--- src/ocg_pkg.sv ---
// Constants and types shared by the global register block
// Overview of operation
// - Mask register at 0x18, bit 0 zero
// - Mask bit 21 meaning follows role
// - Restore mask active only with hibernation
// - Status peek at 0x1c, pop at 0x20
// - Frame low bits 24:21, device iso
// - Host packet codes 2,3,5,7
// - Device packet codes 1,2,3,4,6
// - Data PID code in bits 16:15
// - Byte count in bits 14:4
// - Channel or endpoint in bits 3:0
// - Rx depth in words, reset largest
// - Sizes writable only with dynamic sizing
// - Np tx depth used per role/option
// - Np tx start resets after rx FIFO
// - Request queue head in bits 30:24
// - Request queue free in bits 23:16
// - Np tx FIFO free words bits 15:0
// - Busy bit set starts, hardware clears
// - Bit 30 selects read or write
// - Read-only role bit, 1 is host
package ocg_pkg;
  localparam logic [7:0] OFS_INT_MASK = 8'h18;
  localparam logic [7:0] OFS_RX_PEEK = 8'h1c;
  localparam logic [7:0] OFS_RX_POP = 8'h20;
  localparam logic [7:0] OFS_RX_FSIZE = 8'h24;
  localparam logic [7:0] OFS_NP_FSIZE = 8'h28;
  localparam logic [7:0] OFS_NP_STATUS = 8'h2c;
  localparam logic [7:0] OFS_TWO_WIRE = 8'h30;
  // Mask fields
  localparam int MASK_INCOMPLETE_BIT = 21;
  localparam int MASK_RESTORE_BIT = 16;
  localparam logic [31:0] MASK_RESET = 32'h0000_0000;
  localparam logic [31:0] MASK_WRITABLE = 32'hffff_fffe;
  // Receive status entry fields
  localparam int RXS_WIDTH = 25;
  localparam int RXS_FRAME_LSB = 21;
  localparam int RXS_CODE_LSB = 17;
  localparam int RXS_PID_LSB = 15;
  localparam int RXS_RECEIVED_BYTE_COUNT_LSB = 4;
  localparam int RXS_INDEX_LSB = 0;
  // Packet status codes
  localparam logic [3:0] PKT_GLOBAL_OUT_NAK = 4'h1;
  localparam logic [3:0] PKT_DATA_RECEIVED = 4'h2;
  localparam logic [3:0] PKT_TRANSFER_DONE = 4'h3;
  localparam logic [3:0] PKT_SETUP_DONE = 4'h4;
  localparam logic [3:0] PKT_TOGGLE_ERROR = 4'h5;
  localparam logic [3:0] PKT_SETUP_RECEIVED = 4'h6;
  localparam logic [3:0] PKT_CHANNEL_HALTED = 4'h7;
  // FIFO sizing fields
  localparam int FSIZE_DEPTH_LSB = 16;
  localparam logic [15:0] RX_DEPTH_RESET = 16'h0400;
  localparam logic [15:0] NP_DEPTH_RESET = 16'h0100;
  // Non-periodic status fields
  localparam int NPS_HEAD_LSB = 24;
  localparam int NPS_FREE_LSB = 16;
  localparam logic [7:0] NPQ_FREE_MAX = 8'h08;
  localparam logic [15:0] NPF_FREE_MAX = 16'h8000;
  // Two-wire control fields
  localparam int TW_BUSY_BIT = 31;
  localparam int TW_READ_BIT = 30;
  localparam int TW_ACK_BIT = 24;
  localparam int TW_ENABLE_BIT = 23;
  localparam logic [22:0] TW_WORD_RESET = 23'h00_0000;
  localparam logic TW_ACK_RESET = 1'b1;
  typedef enum logic {ROLE_DEVICE, ROLE_HOST} ocg_role_type;
endpackage : ocg_pkg

--- src/ocg_global_regs.sv ---
// Global mask, receive status, FIFO sizing and two-wire control registers
`timescale 1ns/1ps
module ocg_global_regs
  import ocg_pkg::*;
#(
  parameter bit DYNAMIC_FIFO_SIZING = 1'b1,
  parameter bit DEDICATED_TX_FIFO = 1'b0,
  parameter bit HIBERNATION = 1'b0,
  parameter bit ISO_OUT_SUPPORT = 1'b1,
  parameter logic [15:0] LARGEST_RX_FIFO_DEPTH = RX_DEPTH_RESET,
  parameter logic [15:0] LARGEST_NP_TX_FIFO_DEPTH = NP_DEPTH_RESET,
  parameter int RX_QUEUE_DEPTH = 4
)
(
  input wire logic CORE_CLK,
  input wire logic RESET_N,
  input wire logic CLK_EN,
  input wire logic [7:0] REG_ADDR,
  input wire logic REG_WR,
  input wire logic REG_RD,
  input wire logic [31:0] REG_WDATA,
  output logic [31:0] REG_RDATA,
  input wire logic CURRENT_ROLE_IN,
  output logic CURRENT_ROLE,
  input wire logic [31:0] INT_STATUS,
  output logic GLOBAL_IRQ,
  input wire logic RXS_PUSH,
  input wire logic [3:0] RXS_FRAME_LOW_BITS,
  input wire logic [3:0] RXS_PACKET_STATUS_CODE,
  input wire logic [1:0] RXS_DATA_PID_CODE,
  input wire logic [10:0] RXS_RECEIVED_BYTE_COUNT,
  input wire logic [3:0] RXS_CHANNEL_OR_ENDPOINT_INDEX,
  output logic RXS_READY,
  output logic RXS_NONEMPTY,
  output logic RXS_HEAD_EVENT,
  input wire logic [6:0] NP_REQUEST_QUEUE_HEAD,
  input wire logic [7:0] NP_REQUEST_QUEUE_FREE,
  input wire logic [15:0] NP_TX_FIFO_FREE_WORDS,
  output logic [15:0] RX_FIFO_DEPTH,
  output logic [15:0] NP_TX_FIFO_DEPTH,
  output logic [15:0] NP_TX_FIFO_START,
  output logic NP_TX_FIFO_IN_USE,
  output logic TWO_WIRE_REQ,
  output logic TWO_WIRE_READ,
  output logic TWO_WIRE_MASTER_ENABLE,
  output logic [22:0] TWO_WIRE_WORD,
  input wire logic TWO_WIRE_DONE,
  input wire logic TWO_WIRE_ACK,
  input wire logic [7:0] TWO_WIRE_RDATA
);
  // Register state
  logic [31:0] mask_q, mask_d;
  logic [15:0] rx_depth_q, rx_depth_d;
  logic [15:0] np_depth_q, np_depth_d;
  logic [15:0] np_start_q, np_start_d;
  logic tw_read_q, tw_read_d;
  logic tw_enable_q, tw_enable_d;
  logic [22:0] tw_word_q, tw_word_d;
  logic [31:0] rdata_q, rdata_d;
  logic irq_q, irq_d;
  logic role_q, role_d;
  logic head_event_q, head_event_d;
  logic in_use_q, in_use_d;
  // Decode and helpers
  logic wr_mask, wr_rx_fsize, wr_np_fsize, wr_tw;
  logic rd_pop;
  logic [31:0] mask_eff;
  logic [RXS_WIDTH-1:0] rxs_entry, rxs_head;
  logic [3:0] frame_bits, head_code;
  logic rxs_ready, rxs_valid;
  logic tw_start;
  logic tw_busy, tw_req, tw_ack, tw_done;
  logic [7:0] npq_free_sat;
  logic [15:0] npf_free_sat;
  logic [31:0] fifo_word, np_status_word, tw_ctl_word, rxs_word;

  ////////////////////////////////////////////////////////////////////////
  // Address decode
  assign wr_mask = REG_WR && (REG_ADDR == OFS_INT_MASK);
  assign wr_rx_fsize = REG_WR && (REG_ADDR == OFS_RX_FSIZE);
  assign wr_np_fsize = REG_WR && (REG_ADDR == OFS_NP_FSIZE);
  assign wr_tw = REG_WR && (REG_ADDR == OFS_TWO_WIRE);
  assign rd_pop = REG_RD && (REG_ADDR == OFS_RX_POP);

  ////////////////////////////////////////////////////////////////////////
  // Receive status entry packing; frame bits only where they mean something
  // device iso only
  assign frame_bits = (ISO_OUT_SUPPORT && !CURRENT_ROLE_IN) ? RXS_FRAME_LOW_BITS : 4'h0;
  assign rxs_entry = {frame_bits, RXS_PACKET_STATUS_CODE, RXS_DATA_PID_CODE,
                      RXS_RECEIVED_BYTE_COUNT, RXS_CHANNEL_OR_ENDPOINT_INDEX};

  ocg_rx_status_queue #(
    .WIDTH(RXS_WIDTH),
    .DEPTH(RX_QUEUE_DEPTH)
  ) u_rx_queue (
    .clk(CORE_CLK),
    .rst_n(RESET_N),
    .clk_en(CLK_EN),
    .push(RXS_PUSH),
    .push_data(rxs_entry),
    .pop(rd_pop),
    .ready(rxs_ready),
    .valid(rxs_valid),
    .head(rxs_head)
  );

  assign head_code = rxs_head[RXS_CODE_LSB +: 4];
  assign rxs_word = {{(32 - RXS_WIDTH){1'b0}}, rxs_head};

  ////////////////////////////////////////////////////////////////////////
  // Two-wire sequencer; a start is ignored while busy
  assign tw_start = wr_tw && REG_WDATA[TW_BUSY_BIT] && !tw_busy;

  ocg_two_wire_seq u_two_wire (
    .clk(CORE_CLK),
    .rst_n(RESET_N),
    .clk_en(CLK_EN),
    .start(tw_start),
    .master_enable(tw_enable_q),
    .link_done(TWO_WIRE_DONE),
    .link_ack(TWO_WIRE_ACK),
    .busy_q(tw_busy),
    .req_q(tw_req),
    .ack_q(tw_ack),
    .done_q(tw_done)
  );

  ////////////////////////////////////////////////////////////////////////
  // Interrupt mask gating
  always_comb
  begin
    mask_eff = mask_q;
    if (!HIBERNATION)
      mask_eff[MASK_RESTORE_BIT] = 1'b0;
  end

  ////////////////////////////////////////////////////////////////////////
  // Status words seen by reads; free counts saturate at their maxima
  // queue free
  assign npq_free_sat = (NP_REQUEST_QUEUE_FREE > NPQ_FREE_MAX) ? NPQ_FREE_MAX : NP_REQUEST_QUEUE_FREE;
  assign npf_free_sat = (NP_TX_FIFO_FREE_WORDS > NPF_FREE_MAX) ? NPF_FREE_MAX : NP_TX_FIFO_FREE_WORDS;
  assign np_status_word = {1'b0, NP_REQUEST_QUEUE_HEAD, npq_free_sat, npf_free_sat};
  assign fifo_word = {np_depth_q, np_start_q};
  assign tw_ctl_word = {tw_busy, tw_read_q, 5'h00, tw_ack, tw_enable_q, tw_word_q} |
                       {8'h00, 1'b0, 23'h00_0000};

  ////////////////////////////////////////////////////////////////////////
  // Next register values
  always_comb
  begin
    mask_d = mask_q;
    rx_depth_d = rx_depth_q;
    np_depth_d = np_depth_q;
    np_start_d = np_start_q;
    tw_read_d = tw_read_q;
    tw_enable_d = tw_enable_q;
    tw_word_d = tw_word_q;
    rdata_d = rdata_q;
    if (wr_mask)
      mask_d = REG_WDATA & MASK_WRITABLE;
    if (DYNAMIC_FIFO_SIZING && wr_rx_fsize)
      rx_depth_d = REG_WDATA[15:0];
    if (DYNAMIC_FIFO_SIZING && wr_np_fsize)
    begin
      np_depth_d = REG_WDATA[FSIZE_DEPTH_LSB +: 16];
      np_start_d = REG_WDATA[15:0];
    end
    // Fields other than enable are frozen while a transfer runs, so the link sees stable values
    if (wr_tw && !tw_busy)
    begin
      tw_read_d = REG_WDATA[TW_READ_BIT];
      tw_enable_d = REG_WDATA[TW_ENABLE_BIT];
      tw_word_d = REG_WDATA[22:0];
    end
    else if (wr_tw)
      tw_enable_d = REG_WDATA[TW_ENABLE_BIT];
    // Read data lands in the low byte when a read finishes
    if (tw_done && tw_read_q)
      tw_word_d[7:0] = TWO_WIRE_RDATA;
    if (REG_RD)
    begin
      unique case (REG_ADDR)
        OFS_INT_MASK: rdata_d = mask_q;
        OFS_RX_PEEK, OFS_RX_POP: rdata_d = rxs_word;
        OFS_RX_FSIZE: rdata_d = {16'h0000, rx_depth_q};
        OFS_NP_FSIZE: rdata_d = fifo_word;
        OFS_NP_STATUS: rdata_d = np_status_word;
        OFS_TWO_WIRE: rdata_d = tw_ctl_word;
        default: rdata_d = 32'h0000_0000;
      endcase
    end
  end

  ////////////////////////////////////////////////////////////////////////
  // Derived outputs
  always_comb
  begin
    irq_d = |(INT_STATUS & mask_eff);
    role_d = CURRENT_ROLE_IN;
    in_use_d = CURRENT_ROLE_IN || !DEDICATED_TX_FIFO;
    head_event_d = 1'b0;
    if (rxs_valid)
    begin
      if (CURRENT_ROLE_IN)
        head_event_d = (head_code == PKT_TRANSFER_DONE) || (head_code == PKT_TOGGLE_ERROR) ||
                       (head_code == PKT_CHANNEL_HALTED);
      else
        head_event_d = (head_code == PKT_GLOBAL_OUT_NAK) || (head_code == PKT_TRANSFER_DONE) ||
                       (head_code == PKT_SETUP_DONE);
    end
  end

  ////////////////////////////////////////////////////////////////////////
  // Register stage; CLK_EN low holds everything
  always_ff @(posedge CORE_CLK or negedge RESET_N)
  begin
    if (!RESET_N)
    begin
      mask_q <= MASK_RESET;
      rx_depth_q <= LARGEST_RX_FIFO_DEPTH;
      np_depth_q <= LARGEST_NP_TX_FIFO_DEPTH;
      np_start_q <= LARGEST_RX_FIFO_DEPTH;
      tw_read_q <= 1'b0;
      tw_enable_q <= 1'b0;
      tw_word_q <= TW_WORD_RESET;
      rdata_q <= 32'h0000_0000;
      irq_q <= 1'b0;
      role_q <= 1'b0;
      head_event_q <= 1'b0;
      in_use_q <= 1'b0;
    end
    else if (CLK_EN)
    begin
      mask_q <= mask_d;
      rx_depth_q <= rx_depth_d;
      np_depth_q <= np_depth_d;
      np_start_q <= np_start_d;
      tw_read_q <= tw_read_d;
      tw_enable_q <= tw_enable_d;
      tw_word_q <= tw_word_d;
      rdata_q <= rdata_d;
      irq_q <= irq_d;
      role_q <= role_d;
      head_event_q <= head_event_d;
      in_use_q <= in_use_d;
    end
  end

  // Queue flags are count compares, delayed one cycle to come from flops
  logic rxs_ready_q, rxs_nonempty_q;
  always_ff @(posedge CORE_CLK or negedge RESET_N)
  begin
    if (!RESET_N)
    begin
      rxs_ready_q <= 1'b0;
      rxs_nonempty_q <= 1'b0;
    end
    else if (CLK_EN)
    begin
      rxs_ready_q <= rxs_ready;
      rxs_nonempty_q <= rxs_valid;
    end
  end

  ////////////////////////////////////////////////////////////////////////
  // Output assignments, all from flops
  assign REG_RDATA = rdata_q;
  assign CURRENT_ROLE = role_q;
  assign GLOBAL_IRQ = irq_q;
  assign RXS_READY = rxs_ready_q;
  assign RXS_NONEMPTY = rxs_nonempty_q;
  assign RXS_HEAD_EVENT = head_event_q;
  assign RX_FIFO_DEPTH = rx_depth_q;
  assign NP_TX_FIFO_DEPTH = np_depth_q;
  assign NP_TX_FIFO_START = np_start_q;
  assign NP_TX_FIFO_IN_USE = in_use_q;
  assign TWO_WIRE_REQ = tw_req;
  assign TWO_WIRE_READ = tw_read_q;
  assign TWO_WIRE_MASTER_ENABLE = tw_enable_q;
  assign TWO_WIRE_WORD = tw_word_q;
endmodule : ocg_global_regs

--- src/ocg_rx_status_queue.sv ---
// Receive status entry queue, peeked and popped by software
`timescale 1ns/1ps
module ocg_rx_status_queue
  import ocg_pkg::*;
#(
  parameter int WIDTH = RXS_WIDTH,
  parameter int DEPTH = 4
)
(
  input wire logic clk,
  input wire logic rst_n,
  input wire logic clk_en,
  input wire logic push,
  input wire logic [WIDTH-1:0] push_data,
  input wire logic pop,
  output logic ready,
  output logic valid,
  output logic [WIDTH-1:0] head
);
  localparam int AW = (DEPTH > 1) ? $clog2(DEPTH) : 1;
  logic [WIDTH-1:0] mem_q [DEPTH];
  logic [AW-1:0] wr_q, wr_d, rd_q, rd_d;
  logic [AW:0] cnt_q, cnt_d;
  logic do_push, do_pop;

  ////////////////////////////////////////////////////////////////////////
  // Pointer and count update; full queue refuses pushes
  always_comb
  begin
    do_push = push && (cnt_q != (AW+1)'(DEPTH));
    do_pop = pop && (cnt_q != '0);
    wr_d = wr_q;
    rd_d = rd_q;
    cnt_d = cnt_q;
    if (do_push)
      wr_d = (wr_q == AW'(DEPTH - 1)) ? '0 : wr_q + 1'b1;
    if (do_pop)
      rd_d = (rd_q == AW'(DEPTH - 1)) ? '0 : rd_q + 1'b1;
    if (do_push && !do_pop)
      cnt_d = cnt_q + 1'b1;
    else if (do_pop && !do_push)
      cnt_d = cnt_q - 1'b1;
  end

  always_ff @(posedge clk or negedge rst_n)
  begin
    if (!rst_n)
    begin
      wr_q <= '0;
      rd_q <= '0;
      cnt_q <= '0;
    end
    else if (clk_en)
    begin
      wr_q <= wr_d;
      rd_q <= rd_d;
      cnt_q <= cnt_d;
    end
  end

  // Storage has no reset; head is masked by valid
  always_ff @(posedge clk)
  begin
    if (clk_en && do_push)
      mem_q[wr_q] <= push_data;
  end

  assign ready = (cnt_q != (AW+1)'(DEPTH));
  assign valid = (cnt_q != '0);
  assign head = valid ? mem_q[rd_q] : '0;
endmodule : ocg_rx_status_queue

--- src/ocg_two_wire_seq.sv ---
// Two-wire transfer sequencer behind the busy/done bit
`timescale 1ns/1ps
module ocg_two_wire_seq
  import ocg_pkg::*;
(
  input wire logic clk,
  input wire logic rst_n,
  input wire logic clk_en,
  input wire logic start,
  input wire logic master_enable,
  input wire logic link_done,
  input wire logic link_ack,
  output logic busy_q,
  output logic req_q,
  output logic ack_q,
  output logic done_q
);
  typedef enum logic [1:0] {TW_IDLE, TW_WAIT_ENABLE, TW_ISSUE, TW_WAIT_DONE} ocg_tw_state_type;
  ocg_tw_state_type state_q, state_d;
  logic busy_d, req_d, ack_d, done_d;

  ////////////////////////////////////////////////////////////////////////
  // Request waits for the enable, then one request pulse per start
  always_comb
  begin
    state_d = state_q;
    busy_d = busy_q;
    req_d = 1'b0;
    ack_d = ack_q;
    done_d = 1'b0;
    unique case (state_q)
      TW_IDLE:
        if (start)
        begin
          busy_d = 1'b1;
          state_d = master_enable ? TW_ISSUE : TW_WAIT_ENABLE;
        end
      TW_WAIT_ENABLE:
        if (master_enable)
          state_d = TW_ISSUE;
      TW_ISSUE:
      begin
        req_d = 1'b1;
        state_d = TW_WAIT_DONE;
      end
      TW_WAIT_DONE:
        if (link_done)
        begin
          busy_d = 1'b0;
          ack_d = link_ack;
          done_d = 1'b1;
          state_d = TW_IDLE;
        end
    endcase
  end

  always_ff @(posedge clk or negedge rst_n)
  begin
    if (!rst_n)
    begin
      state_q <= TW_IDLE;
      busy_q <= 1'b0;
      req_q <= 1'b0;
      ack_q <= TW_ACK_RESET;
      done_q <= 1'b0;
    end
    else if (clk_en)
    begin
      state_q <= state_d;
      busy_q <= busy_d;
      req_q <= req_d;
      ack_q <= ack_d;
      done_q <= done_d;
    end
  end
endmodule : ocg_two_wire_seq
--- config.mk ---
export PLATFORM = sky130hd
export DESIGN_NAME = ocg_global_regs
export DESIGN_NICKNAME = d
export VERILOG_FILES = /design/src/ocg_pkg.sv /design/src/ocg_global_regs.sv /design/src/ocg_rx_status_queue.sv /design/src/ocg_two_wire_seq.sv
export SDC_FILE = /design/constraint.sdc
export NUM_CORES = 1
export LEC_CHECK = 0
export BUFFER_PORTS_ARGS = -buffer_cell sky130_fd_sc_hd__buf_2
export CORE_MARGIN = 2
export CORE_UTILIZATION = 42
export CTS_BUF_LIST = sky130_fd_sc_hd__clkbuf_2
export CTS_CLUSTER_DIAMETER = 50
export CTS_CLUSTER_SIZE = 28
export DETAILED_ROUTE_END_ITERATION = 10
export PLACE_DENSITY = 0.66
export SYNTH_ARGS = -nofsm -noshare
export SYNTH_HDL_FRONTEND = slang
export SYNTH_SLANG_ARGS = --single-unit
--- constraint.sdc ---
create_clock -name CORE_CLK -period 3.65 [get_ports CORE_CLK]
set_clock_uncertainty 0.2 [all_clocks]
set_input_delay 0.5475 -clock CORE_CLK [delete_from_list [all_inputs] [get_ports CORE_CLK]]
set_output_delay 0.5475 -clock CORE_CLK [all_outputs]
set_load 0.01 [all_outputs]
==> impl_metrics.env, run 1 <==
export IMPL_synthCells=774
export IMPL_io_pins=257
export IMPL_clockBufferDepth=3
export IMPL_status="finished clean"
export IMPL_vias_per_cell=5.598
export IMPL_worstPathRequired_ns=4.29
export IMPL_drt_iter0_drc=796
export IMPL_regArea_um2=6888
export IMPL_root_buffer="clkbuf_2"
export IMPL_place_area_um2=12900
export IMPL_cts_made_buffers=28
export IMPL_setup_ws_ns=0.3274
export IMPL_cellLeakagePower_nw=6.513
export IMPL_post_route_period_util_pct=91.03
export IMPL_port_buffers=254
export IMPL_drv_slew=0
export IMPL_postRouteAntennaNets=0
export IMPL_syn_avg_cell_area_um2=14.35
export IMPL_synth_edff_count=100
export IMPL_max_cap_viol_count=0
export IMPL_insertion_delay_ns=0.95
export IMPL_design_area_um2=14500
export IMPL_period_minus_slack_ns=3.323
export IMPL_grt_ovfl_total=0
export IMPL_reg2reg_depth=7
export IMPL_vdd_drop_max_mv=0.3278
export IMPL_netlist_area_um2=11100
export IMPL_multi_input_comb_area_um2=3993
export IMPL_start_util_pct=42.73
export IMPL_powerDensity_nw_per_um2=399.9
export IMPL_grt_pass1_vias=8743
export IMPL_die_h_um=166.6
export IMPL_dp_hpwl_um=24700
export IMPL_ys_warn_count=0
export IMPL_dr_pass1_iters=5
export IMPL_h_tree_depth=1
export IMPL_vias=8537
export IMPL_fillers=2240
export IMPL_nNetsFinal=1322
export IMPL_rsz0062_at_grt="false"
export IMPL_placementRows=59
export IMPL_cts_tree="yes"
export IMPL_post_cts_buffers=0
export IMPL_die_w_um=166.6
export IMPL_layout_common_cells="253 x buf_2, 150 x dfrtp_1, 116 x dlygate4sd3_1, 100 x edfxtp_1, 83 x mux2_2"
export IMPL_hold_path_class="in2reg"
export IMPL_grt_max_degree=56
export IMPL_end_kind="register"
export IMPL_critPathBufInv=3
export IMPL_critPathTopFamily="buffers and inverters"
export IMPL_min_delay_path_depth=6
export IMPL_cp_depth=7
export IMPL_cts_sinks=255
export IMPL_fin_util_pct=55.80
export IMPL_clk_pin_slew_worst_paths_ns=0.31
export IMPL_synth_seq_cells=255
export IMPL_worst_slew_pin_slew_ns=1.024
export IMPL_hold_violations=0
export IMPL_antenna_found_initial=2
export IMPL_crit_chain="a22o_1, a221oi_1, dlygate4sd3_1, nand4_1, dlygate4sd3_1, o32a_1, dlygate4sd3_1"
export IMPL_async_reset_ff_share_pct=60.78
export IMPL_crit_path_frequent_cell="dlygate4sd3_1"
export IMPL_synthesis_nets=930
export IMPL_fin_hold_ws_ns=0.1276
export IMPL_instances_no_fill=1525
export IMPL_ys_types=62
export IMPL_critical_path_class="reg2reg"
export IMPL_final_common_cell="buf_2"
export IMPL_max_freq_ghz=0.3010
export IMPL_gp_congestion=0.8690
export IMPL_dieArea_um2=27750
export IMPL_synth_top_flop_cell="dfrtp_1"
export IMPL_grt_pass1_wl_um=52160
export IMPL_total_power_mw=5.799
export IMPL_setup_tns_ns=0
export IMPL_wire_per_inst_um=22.81
export IMPL_cp_slowest_cell="dlygate4sd3_1"
export IMPL_cp_start_kind="register"
export IMPL_ys_seq_area_share_pct=62.02
export IMPL_crit_fanout=3
export IMPL_wl_um=34780
export IMPL_area_delta_synth_final_pct=30.58
export IMPL_worst_ep_arrival_time_ns=3.96
export IMPL_drc=0
export IMPL_core_um2=25980
export IMPL_grtUsageTotal_pct=24.54
export IMPL_max_stage_delay_ns=0.59
export IMPL_slew_headroom_pct=31.30
export IMPL_post_place_ws_ns=0.4967
export IMPL_setup_violations_final=0
export IMPL_place_inst=1354
export IMPL_drive_gt1_share_pct=39.06
repair_timing:
| action | CTS | global route |
|---|---|---|
| gates resized for setup | 0 | 0 |
| hold buffers | 117 | 0 |
| endpoints found under the hold margin | 399 | 0 |
cell usage after synthesis (all sizes together), types with 2 or more instances:
| cell | n | area, µm² |
|---|---|---|
| nor4 | 6 | 37.54 |
| ha | 10 | 125.1 |
| a31oi | 2 | 12.51 |
| nand2b | 3 | 18.77 |
| nor2 | 25 | 98.84 |
| xnor2 | 2 | 17.52 |
| a22oi | 35 | 262.8 |
| a211oi | 14 | 105.1 |
| o2bb2ai | 5 | 43.79 |
| a221oi | 12 | 105.1 |
| nor4b | 2 | 23.77 |
| edfxtp | 100 | 3003 |
| nor2b | 10 | 62.56 |
| o32ai | 2 | 17.52 |
| nand3 | 6 | 30.03 |
| dfrtp | 151 | 3779 |
| o22a | 2 | 17.52 |
| mux4 | 25 | 563.0 |
| nand2 | 40 | 150.1 |
| o21ai | 44 | 220.2 |
| or2 | 3 | 18.77 |
| nand4 | 6 | 37.54 |
| mux2 | 102 | 1149 |
| or3 | 2 | 17.52 |
| dfstp | 4 | 105.1 |
| a22o | 23 | 201.4 |
| and3 | 10 | 62.56 |
| a21boi | 4 | 30.03 |
| mux2i | 8 | 80.08 |
| buf | 23 | 132.6 |
| clkbuf | 20 | 75.07 |
| or4b | 3 | 30.03 |
| inv | 11 | 41.29 |
| and2 | 8 | 50.05 |
| nor3 | 12 | 60.06 |
| a222oi | 9 | 90.09 |
| a21oi | 14 | 81.33 |
state kept, by name, indices dropped and copies added (netlist names):
name	flops
u_rx_queue.cnt_q	3
CURRENT_ROLE	1
u_two_wire.done_q	1
RX_FIFO_DEPTH	16
u_two_wire.ack_q	1
REG_RDATA	32
NP_TX_FIFO_DEPTH	16
u_two_wire.req_q	1
NP_TX_FIFO_START	16
RXS_HEAD_EVENT	1
TWO_WIRE_MASTER_ENABLE	1
u_rx_queue.mem_q	100
TWO_WIRE_READ	1
u_rx_queue.rd_q	2
mask_q	31
RXS_NONEMPTY	1
u_rx_queue.wr_q	2
u_two_wire.busy_q	1
GLOBAL_IRQ	1
u_two_wire.state_q	2
RXS_READY	1
NP_TX_FIFO_IN_USE	1
TWO_WIRE_WORD	23
path summary, 6_finish.rpt:
| kind | slack, ns | start | endpoint |
|---|---|---|---|
| max | 0.33 | mask_q[12] | GLOBAL_IRQ |
| min | 0.13 | NP_REQUEST_QUEUE_FREE[3] | REG_RDATA[17] |
| max reg2reg | 0.33 | mask_q[12] | GLOBAL_IRQ |
| min reg2reg | 0.30 | NP_TX_FIFO_IN_USE | NP_TX_FIFO_IN_USE |
| max in group asynchronous | 2.16 | RESET_N | NP_TX_FIFO_START[13] |
| min in group asynchronous | 0.47 | RESET_N | NP_TX_FIFO_DEPTH[8] |
routing by layer:
metal | part of all wire [%] | vias to the layer above | track usage (%)
li1 | - | 3808 | -
met5 | 0 | - | 0
met4 | 2.7 | 0 | 6.672
met2 | 48 | 372 | 41.09
met3 | 8.4 | 59 | 5.585
met1 | 41 | 4298 | 32.37
cell type report:
cell class	instances	area share, %
antenna	2	0.03452
clock buffer	29	1.001
clock inverter	23	1.804
inverter	11	0.2848
multi-input combinational	465	27.54
sequential	255	47.51
tap	335	2.891
timing repair buffer	405	18.94
kinds of logic (layout without fill, tap and decap cells):
logic type / count (synthesis) / count (layout) / share of synthesized area, %
mux: 135 / 135 / 16.14
xor+xnor: 3 / 3 / 0.2367
buf+inv: 54 / 468 / 2.242
flops: 255 / 255 / 62.02
fa+ha+maj: 11 / 11 / 1.307
other cells: 0 / 2 / 0
compound gates: 177 / 177 / 11.53
simple gates: 139 / 139 / 6.525
tightest hold or removal path, cell delays in order:
cell	delay [ns]
buf_2	0.08
nor2_1	0.04
nand4_1	0.14
a21oi_1	0.11
a211oi_1	0.20
o21ai_0	0.09
report_power, final:
| group | leakage [nW] | switching [mW] | total [mW] | internal, mW |
|---|---|---|---|---|
| clock network | 0.238 | 1.18 | 1.61 | 0.427 |
| registers | 3.02 | 0.123 | 3.33 | 3.21 |
| logic | 3.26 | 0.449 | 0.857 | 0.408 |
| total | 6.51 | 1.75 | 5.80 | 4.04 |
Power figures use the tool's default switching activity.
==> run 2, diff against run 1 <==
--- a/config.mk
+++ b/config.mk
@@ -6,13 +6,15 @@
 export NUM_CORES = 1
 export LEC_CHECK = 0
 export BUFFER_PORTS_ARGS = -buffer_cell sky130_fd_sc_hd__buf_2
+export CELL_PAD_IN_SITES_DETAIL_PLACEMENT = 2
+export CELL_PAD_IN_SITES_GLOBAL_PLACEMENT = 2
 export CORE_MARGIN = 2
-export CORE_UTILIZATION = 42
+export CORE_UTILIZATION = 41
 export CTS_BUF_LIST = sky130_fd_sc_hd__clkbuf_2
 export CTS_CLUSTER_DIAMETER = 50
 export CTS_CLUSTER_SIZE = 28
 export DETAILED_ROUTE_END_ITERATION = 10
-export PLACE_DENSITY = 0.66
+export PLACE_DENSITY = 0.89
 export SYNTH_ARGS = -nofsm -noshare
 export SYNTH_HDL_FRONTEND = slang
 export SYNTH_SLANG_ARGS = --single-unit
==> impl_metrics.env, run 2 (synthesized netlist as in run 1, its figures left out) <==
export IMPL_status="finished clean"
export IMPL_start_util_pct=41.43
export IMPL_regMostFlops="u_rx_queue.mem_q"
export IMPL_instances_no_fill=1531
export IMPL_end_kind="register"
export IMPL_die_h_um=168.6
export IMPL_critical_path_class="reg2reg"
export IMPL_h_tree_depth=1
export IMPL_grt_pass1_wl_um=67790
export IMPL_cts_tree="yes"
export IMPL_drive_gt1_share_pct=38.63
export IMPL_drt_iter0_drc=605
export IMPL_root_buffer="clkbuf_2"
export IMPL_placementRows=60
export IMPL_max_freq_ghz=0.3037
export IMPL_post_route_period_util_pct=90.23
export IMPL_place_area_um2=12830
export IMPL_dr_pass1_iters=6
export IMPL_vias_per_cell=5.853
export IMPL_hold_violations=0
export IMPL_worst_slew_pin_slew_ns=1.163
export IMPL_port_buffers=254
export IMPL_gp_congestion=0.8285
export IMPL_vias=8961
export IMPL_post_cts_resized=0
export IMPL_clk_pin_slew_worst_paths_ns=0.30
export IMPL_cellLeakagePower_nw=6.464
export IMPL_worstPathRequired_ns=4.40
export IMPL_layout_common_cells="253 x buf_2, 151 x dfrtp_1, 113 x dlygate4sd3_1, 100 x edfxtp_1, 83 x mux2_2"
export IMPL_period_minus_slack_ns=3.293
export IMPL_cp_start_kind="register"
export IMPL_postRouteAntennaNets=0
export IMPL_cts_sinks=255
export IMPL_final_common_cell="buf_2"
export IMPL_wl_um=45390
export IMPL_fin_hold_ws_ns=0.03852
export IMPL_fin_util_pct=53.78
export IMPL_worst_ep_arrival_time_ns=4.04
export IMPL_design_area_um2=14410
export IMPL_setup_tns_ns=0
export IMPL_max_cap_viol_count=0
export IMPL_dp_hpwl_um=28840
export IMPL_insertion_delay_ns=1.01
export IMPL_setup_ws_ns=0.3567
export IMPL_grt_max_degree=63
export IMPL_io_pins=257
export IMPL_grtUsageTotal_pct=31.99
export IMPL_powerDensity_nw_per_um2=418.7
export IMPL_core_um2=26800
export IMPL_total_power_mw=6.035
export IMPL_vdd_drop_max_mv=0.2707
export IMPL_dieArea_um2=28410
export IMPL_antenna_found_initial=8
export IMPL_drc=0
export IMPL_drv_slew=0
export IMPL_die_w_um=168.6
export IMPL_clockBufferDepth=3
export IMPL_rsz0062_at_grt="false"
export IMPL_place_inst=1353
export IMPL_grt_ovfl_total=0
export IMPL_grt_pass1_vias=10260
export IMPL_wire_per_inst_um=29.65
export IMPL_largest_reg_flops=100
export IMPL_nNetsFinal=1315
export IMPL_setup_violations_final=0
export IMPL_post_place_ws_ns=0.4418
export IMPL_slew_headroom_pct=21.98
export IMPL_hold_path_class="in2reg"
export IMPL_cts_made_buffers=31
export IMPL_area_delta_synth_final_pct=29.81
export IMPL_crit_fanout=3
run 2: worst paths after layout:
path | start | end | slack, ns | cells after the start
worst max-delay path | mask_q[12] | GLOBAL_IRQ | 0.36 | 7
worst min-delay path | NP_TX_FIFO_FREE_WORDS[15] | REG_RDATA[15] | 0.04 | 5
worst max register to register | mask_q[12] | GLOBAL_IRQ | 0.36 | 7
worst min register to register | REG_RDATA[30] | REG_RDATA[30] | 0.32 | 1
max in group asynchronous | RESET_N | RX_FIFO_DEPTH[5] | 2.21 | 4
min in group asynchronous | RESET_N | mask_q[17] | 0.46 | 4
run 2: report_power, final:
part	leakage [nW]	switching [mW]	total [mW]	internal [mW]
clock network	0.246	1.22	1.76	0.540
logic	3.20	0.510	0.919	0.409
registers	3.02	0.146	3.36	3.21
run 2: what timing repair did:
action                                 in CTS  in global routing
setup endpoints to repair                   0                  0
hold buffers                              114                  0
endpoints found under the hold margin     398                  0
buffers inserted                            0                  0
run 2: layout make-up:
class | count | area, µm²
Timing Repair Buffer | 395 | 2651
Sequential cell | 255 | 6887
Inverter | 11 | 41.29
Tap cell | 341 | 426.7
Multi-Input combinational cell | 465 | 3984
Fill cell | 2529 | 12390
Clock inverter | 24 | 240.2
Clock buffer | 33 | 165.2
Antenna cell | 7 | 17.52
run 2: metal layers:
metal  track usage (%)  vias to the layer above  routed length [µm]
li1                  -                     3800                   -
met1             38.08                     4637               17520
met2             54.98                      385               22630
met3             8.534                      137                3201
met4             13.64                        2                2016
met5                 0                        -                  13
run 2: critical path, stage by stage (launching register included):
cell and delay, ns:
dfrtp_1 0.49, a22o_1 0.25, a221oi_1 0.22, dlygate4sd3_1 0.62
nand4_1 0.08, dlygate4sd3_1 0.59, o32a_1 0.29, dlygate4sd3_1 0.57
==> run 3, diff against run 2 <==
--- a/config.mk
+++ b/config.mk
@@ -8,13 +8,13 @@
 export BUFFER_PORTS_ARGS = -buffer_cell sky130_fd_sc_hd__buf_2
 export CELL_PAD_IN_SITES_DETAIL_PLACEMENT = 2
 export CELL_PAD_IN_SITES_GLOBAL_PLACEMENT = 2
-export CORE_MARGIN = 2
-export CORE_UTILIZATION = 41
+export CORE_UTILIZATION = 34
 export CTS_BUF_LIST = sky130_fd_sc_hd__clkbuf_2
 export CTS_CLUSTER_DIAMETER = 50
 export CTS_CLUSTER_SIZE = 28
 export DETAILED_ROUTE_END_ITERATION = 10
-export PLACE_DENSITY = 0.89
+export MAX_ROUTING_LAYER = met4
+export PLACE_DENSITY = 0.79
 export SYNTH_ARGS = -nofsm -noshare
 export SYNTH_HDL_FRONTEND = slang
 export SYNTH_SLANG_ARGS = --single-unit
==> constraint.sdc (replaced) <==
create_clock -name CORE_CLK -period 2.75 [get_ports CORE_CLK]
set_clock_uncertainty 0.2 [all_clocks]
set_input_delay 0.4125 -clock CORE_CLK [delete_from_list [all_inputs] [get_ports CORE_CLK]]
set_output_delay 0.4125 -clock CORE_CLK [all_outputs]
set_load 0.01 [all_outputs]
==> impl_metrics.env, run 3 (synthesized netlist as in run 1, its figures left out) <==
export IMPL_status="finished clean"
export IMPL_largest_reg_flops=100
export IMPL_post_route_period_util_pct=95.43
export IMPL_clkPwrFrac_pct=28.3
export IMPL_wl_um=45550
export IMPL_io_pins=257
export IMPL_drv_slew=0
export IMPL_end_kind="register"
export IMPL_final_common_cell="buf_2"
export IMPL_switchingPower_mw=2.469
export IMPL_nNetsFinal=1374
export IMPL_worstPathRequired_ns=3.27
export IMPL_crit_chain="buf_4, buf_12, mux4_2, a221oi_1, dlygate4sd3_1, o21ai_0"
export IMPL_crit_fanout=12
export IMPL_grt_max_degree=44
export IMPL_postRouteAntennaNets=0
export IMPL_core_um2=31880
export IMPL_h_tree_depth=2
export IMPL_dieArea_um2=33380
export IMPL_drt_iter0_drc=659
export IMPL_post_place_ws_ns=-0.1609
export IMPL_max_freq_ghz=0.3810
export IMPL_slew_headroom_pct=23.63
export IMPL_cp_start_kind="register"
export IMPL_cts_sinks=255
export IMPL_wire_per_inst_um=27.06
export IMPL_layout_common_cells="253 x buf_2, 150 x dfrtp_1, 141 x dlygate4sd3_1, 100 x edfxtp_1, 83 x mux2_2"
export IMPL_powerDensity_nw_per_um2=529.0
export IMPL_area_delta_synth_final_pct=35.95
export IMPL_cts_tree="yes"
export IMPL_clk_pin_slew_worst_paths_ns=0.21
export IMPL_clockBufferDepth=3
export IMPL_vdd_drop_max_mv=0.3327
export IMPL_critical_path_class="reg2reg"
export IMPL_die_w_um=182.7
export IMPL_max_stage_delay_ns=0.64
export IMPL_gp_congestion=0.8347
export IMPL_grt_pass1_wl_um=67810
export IMPL_grt_pass1_vias=10400
export IMPL_start_util_pct=34.83
export IMPL_dp_hpwl_um=30360
export IMPL_setup_violations_final=0
export IMPL_antenna_found_initial=5
export IMPL_insertion_delay_ns=0.82
export IMPL_place_area_um2=13220
export IMPL_p_int_mw=5.516
export IMPL_p_sw_share_pct=30.92
export IMPL_drc=0
export IMPL_dr_pass1_iters=5
export IMPL_setup_ws_ns=0.1257
export IMPL_design_area_um2=15090
export IMPL_worst_slew_pin_slew_ns=1.138
export IMPL_period_minus_slack_ns=2.624
export IMPL_max_cap_viol_count=0
export IMPL_comb_power_share_pct=16.0
export IMPL_die_h_um=182.7
export IMPL_seqPwrFrac_pct=55.7
export IMPL_total_power_mw=7.985
export IMPL_worst_ep_arrival_time_ns=3.14
export IMPL_critPathTopFamily="buffers and inverters"
export IMPL_port_buffers=254
export IMPL_cts_made_buffers=35
export IMPL_cellLeakagePower_nw=6.689
export IMPL_hold_violations=0
export IMPL_grtUsageTotal_pct=28.49
export IMPL_placementRows=65
export IMPL_regMostFlops="u_rx_queue.mem_q"
export IMPL_critPathBufInv=3
export IMPL_rsz0062_at_grt="false"
export IMPL_grt_ovfl_total=0
export IMPL_root_buffer="clkbuf_2"
export IMPL_cp_slowest_cell="dlygate4sd3_1"
export IMPL_hold_path_class="in2reg"
export IMPL_vias=9096
export IMPL_vias_per_cell=5.405
export IMPL_drive_gt1_share_pct=39.74
[run 3: layout make-up]
class	count	area, µm²
antenna	5	12.51
clock buffer	40	200.2
clock inverter	22	209.0
fill	3163	16790
inverter	11	41.29
multi-input combinational	465	3990
sequential	255	6888
tap	435	544.3
timing repair buffer	450	3209
[run 3: repair_timing]
item                       4_1_cts  5_1_grt
resized for setup                0        5
setup buffers                    0        0
hold endpoints to repair       403        0
setup endpoints to repair        0        3
hold buffers                   142        0
[run 3: worst min-delay path, stage by stage]
cell and delay (ns):
buf_2 0.12, buf_4 0.19, a21oi_1 0.14, a221oi_1 0.08
o21ai_0 0.13
[run 3: final timing paths]
kind	depth (start not counted)	startpoint	slack, ns	end
min reg2reg	2	REG_RDATA[6]	0.31	REG_RDATA[6]
max reg2reg	6	u_rx_queue.rd_q[0]	0.13	REG_RDATA[6]
min	5	REG_ADDR[2]	0.09	REG_RDATA[19]
max in group asynchronous	4	RESET_N	1.44	NP_TX_FIFO_DEPTH[8]
max	6	u_rx_queue.rd_q[0]	0.13	REG_RDATA[6]
min in group asynchronous	3	RESET_N	0.52	u_two_wire.ack_q
[run 3: power groups by stage]
stage          clock (mW)  sequential [mW]  combinational, mW
2_1_floorplan           0             4.48              0.512
3_3_place_gp            0             4.49               1.01
3_5_place_dp            0             4.51               1.08
4_1_cts              2.30             4.44               1.24
5_1_grt              2.46             4.48               1.37
6_report             2.26             4.45               1.28
[run 3: stage by stage]
step / std cells / utilization [%] / setup TNS [ns] / hold slack, ns
6_report: 1683 / 47.35 / 0 / 0.09232
5_1_grt: 1683 / 47.35 / 0 / 0.05957
4_1_cts: 1678 / 47.25 / 0 / 0.01541
3_5_place_dp: 1474 / 41.45 / -0.1609 / 0.2051
3_3_place_gp: 1474 / 41.45 / -0.08957 / 0.2104
2_1_floorplan: 774 / - / 0 / -0.08309
[run 3: metal layers]
metal	part of all wire [%]	global-route usage [%]	wire length [µm]	vias to the layer above
li1	-	-	-	3915
met1	39	33.00	17840	4719
met2	50	47.62	22700	354
met3	7.0	6.905	3180	108
met4	4.0	11.19	1827	0
met5	0	-	0	-
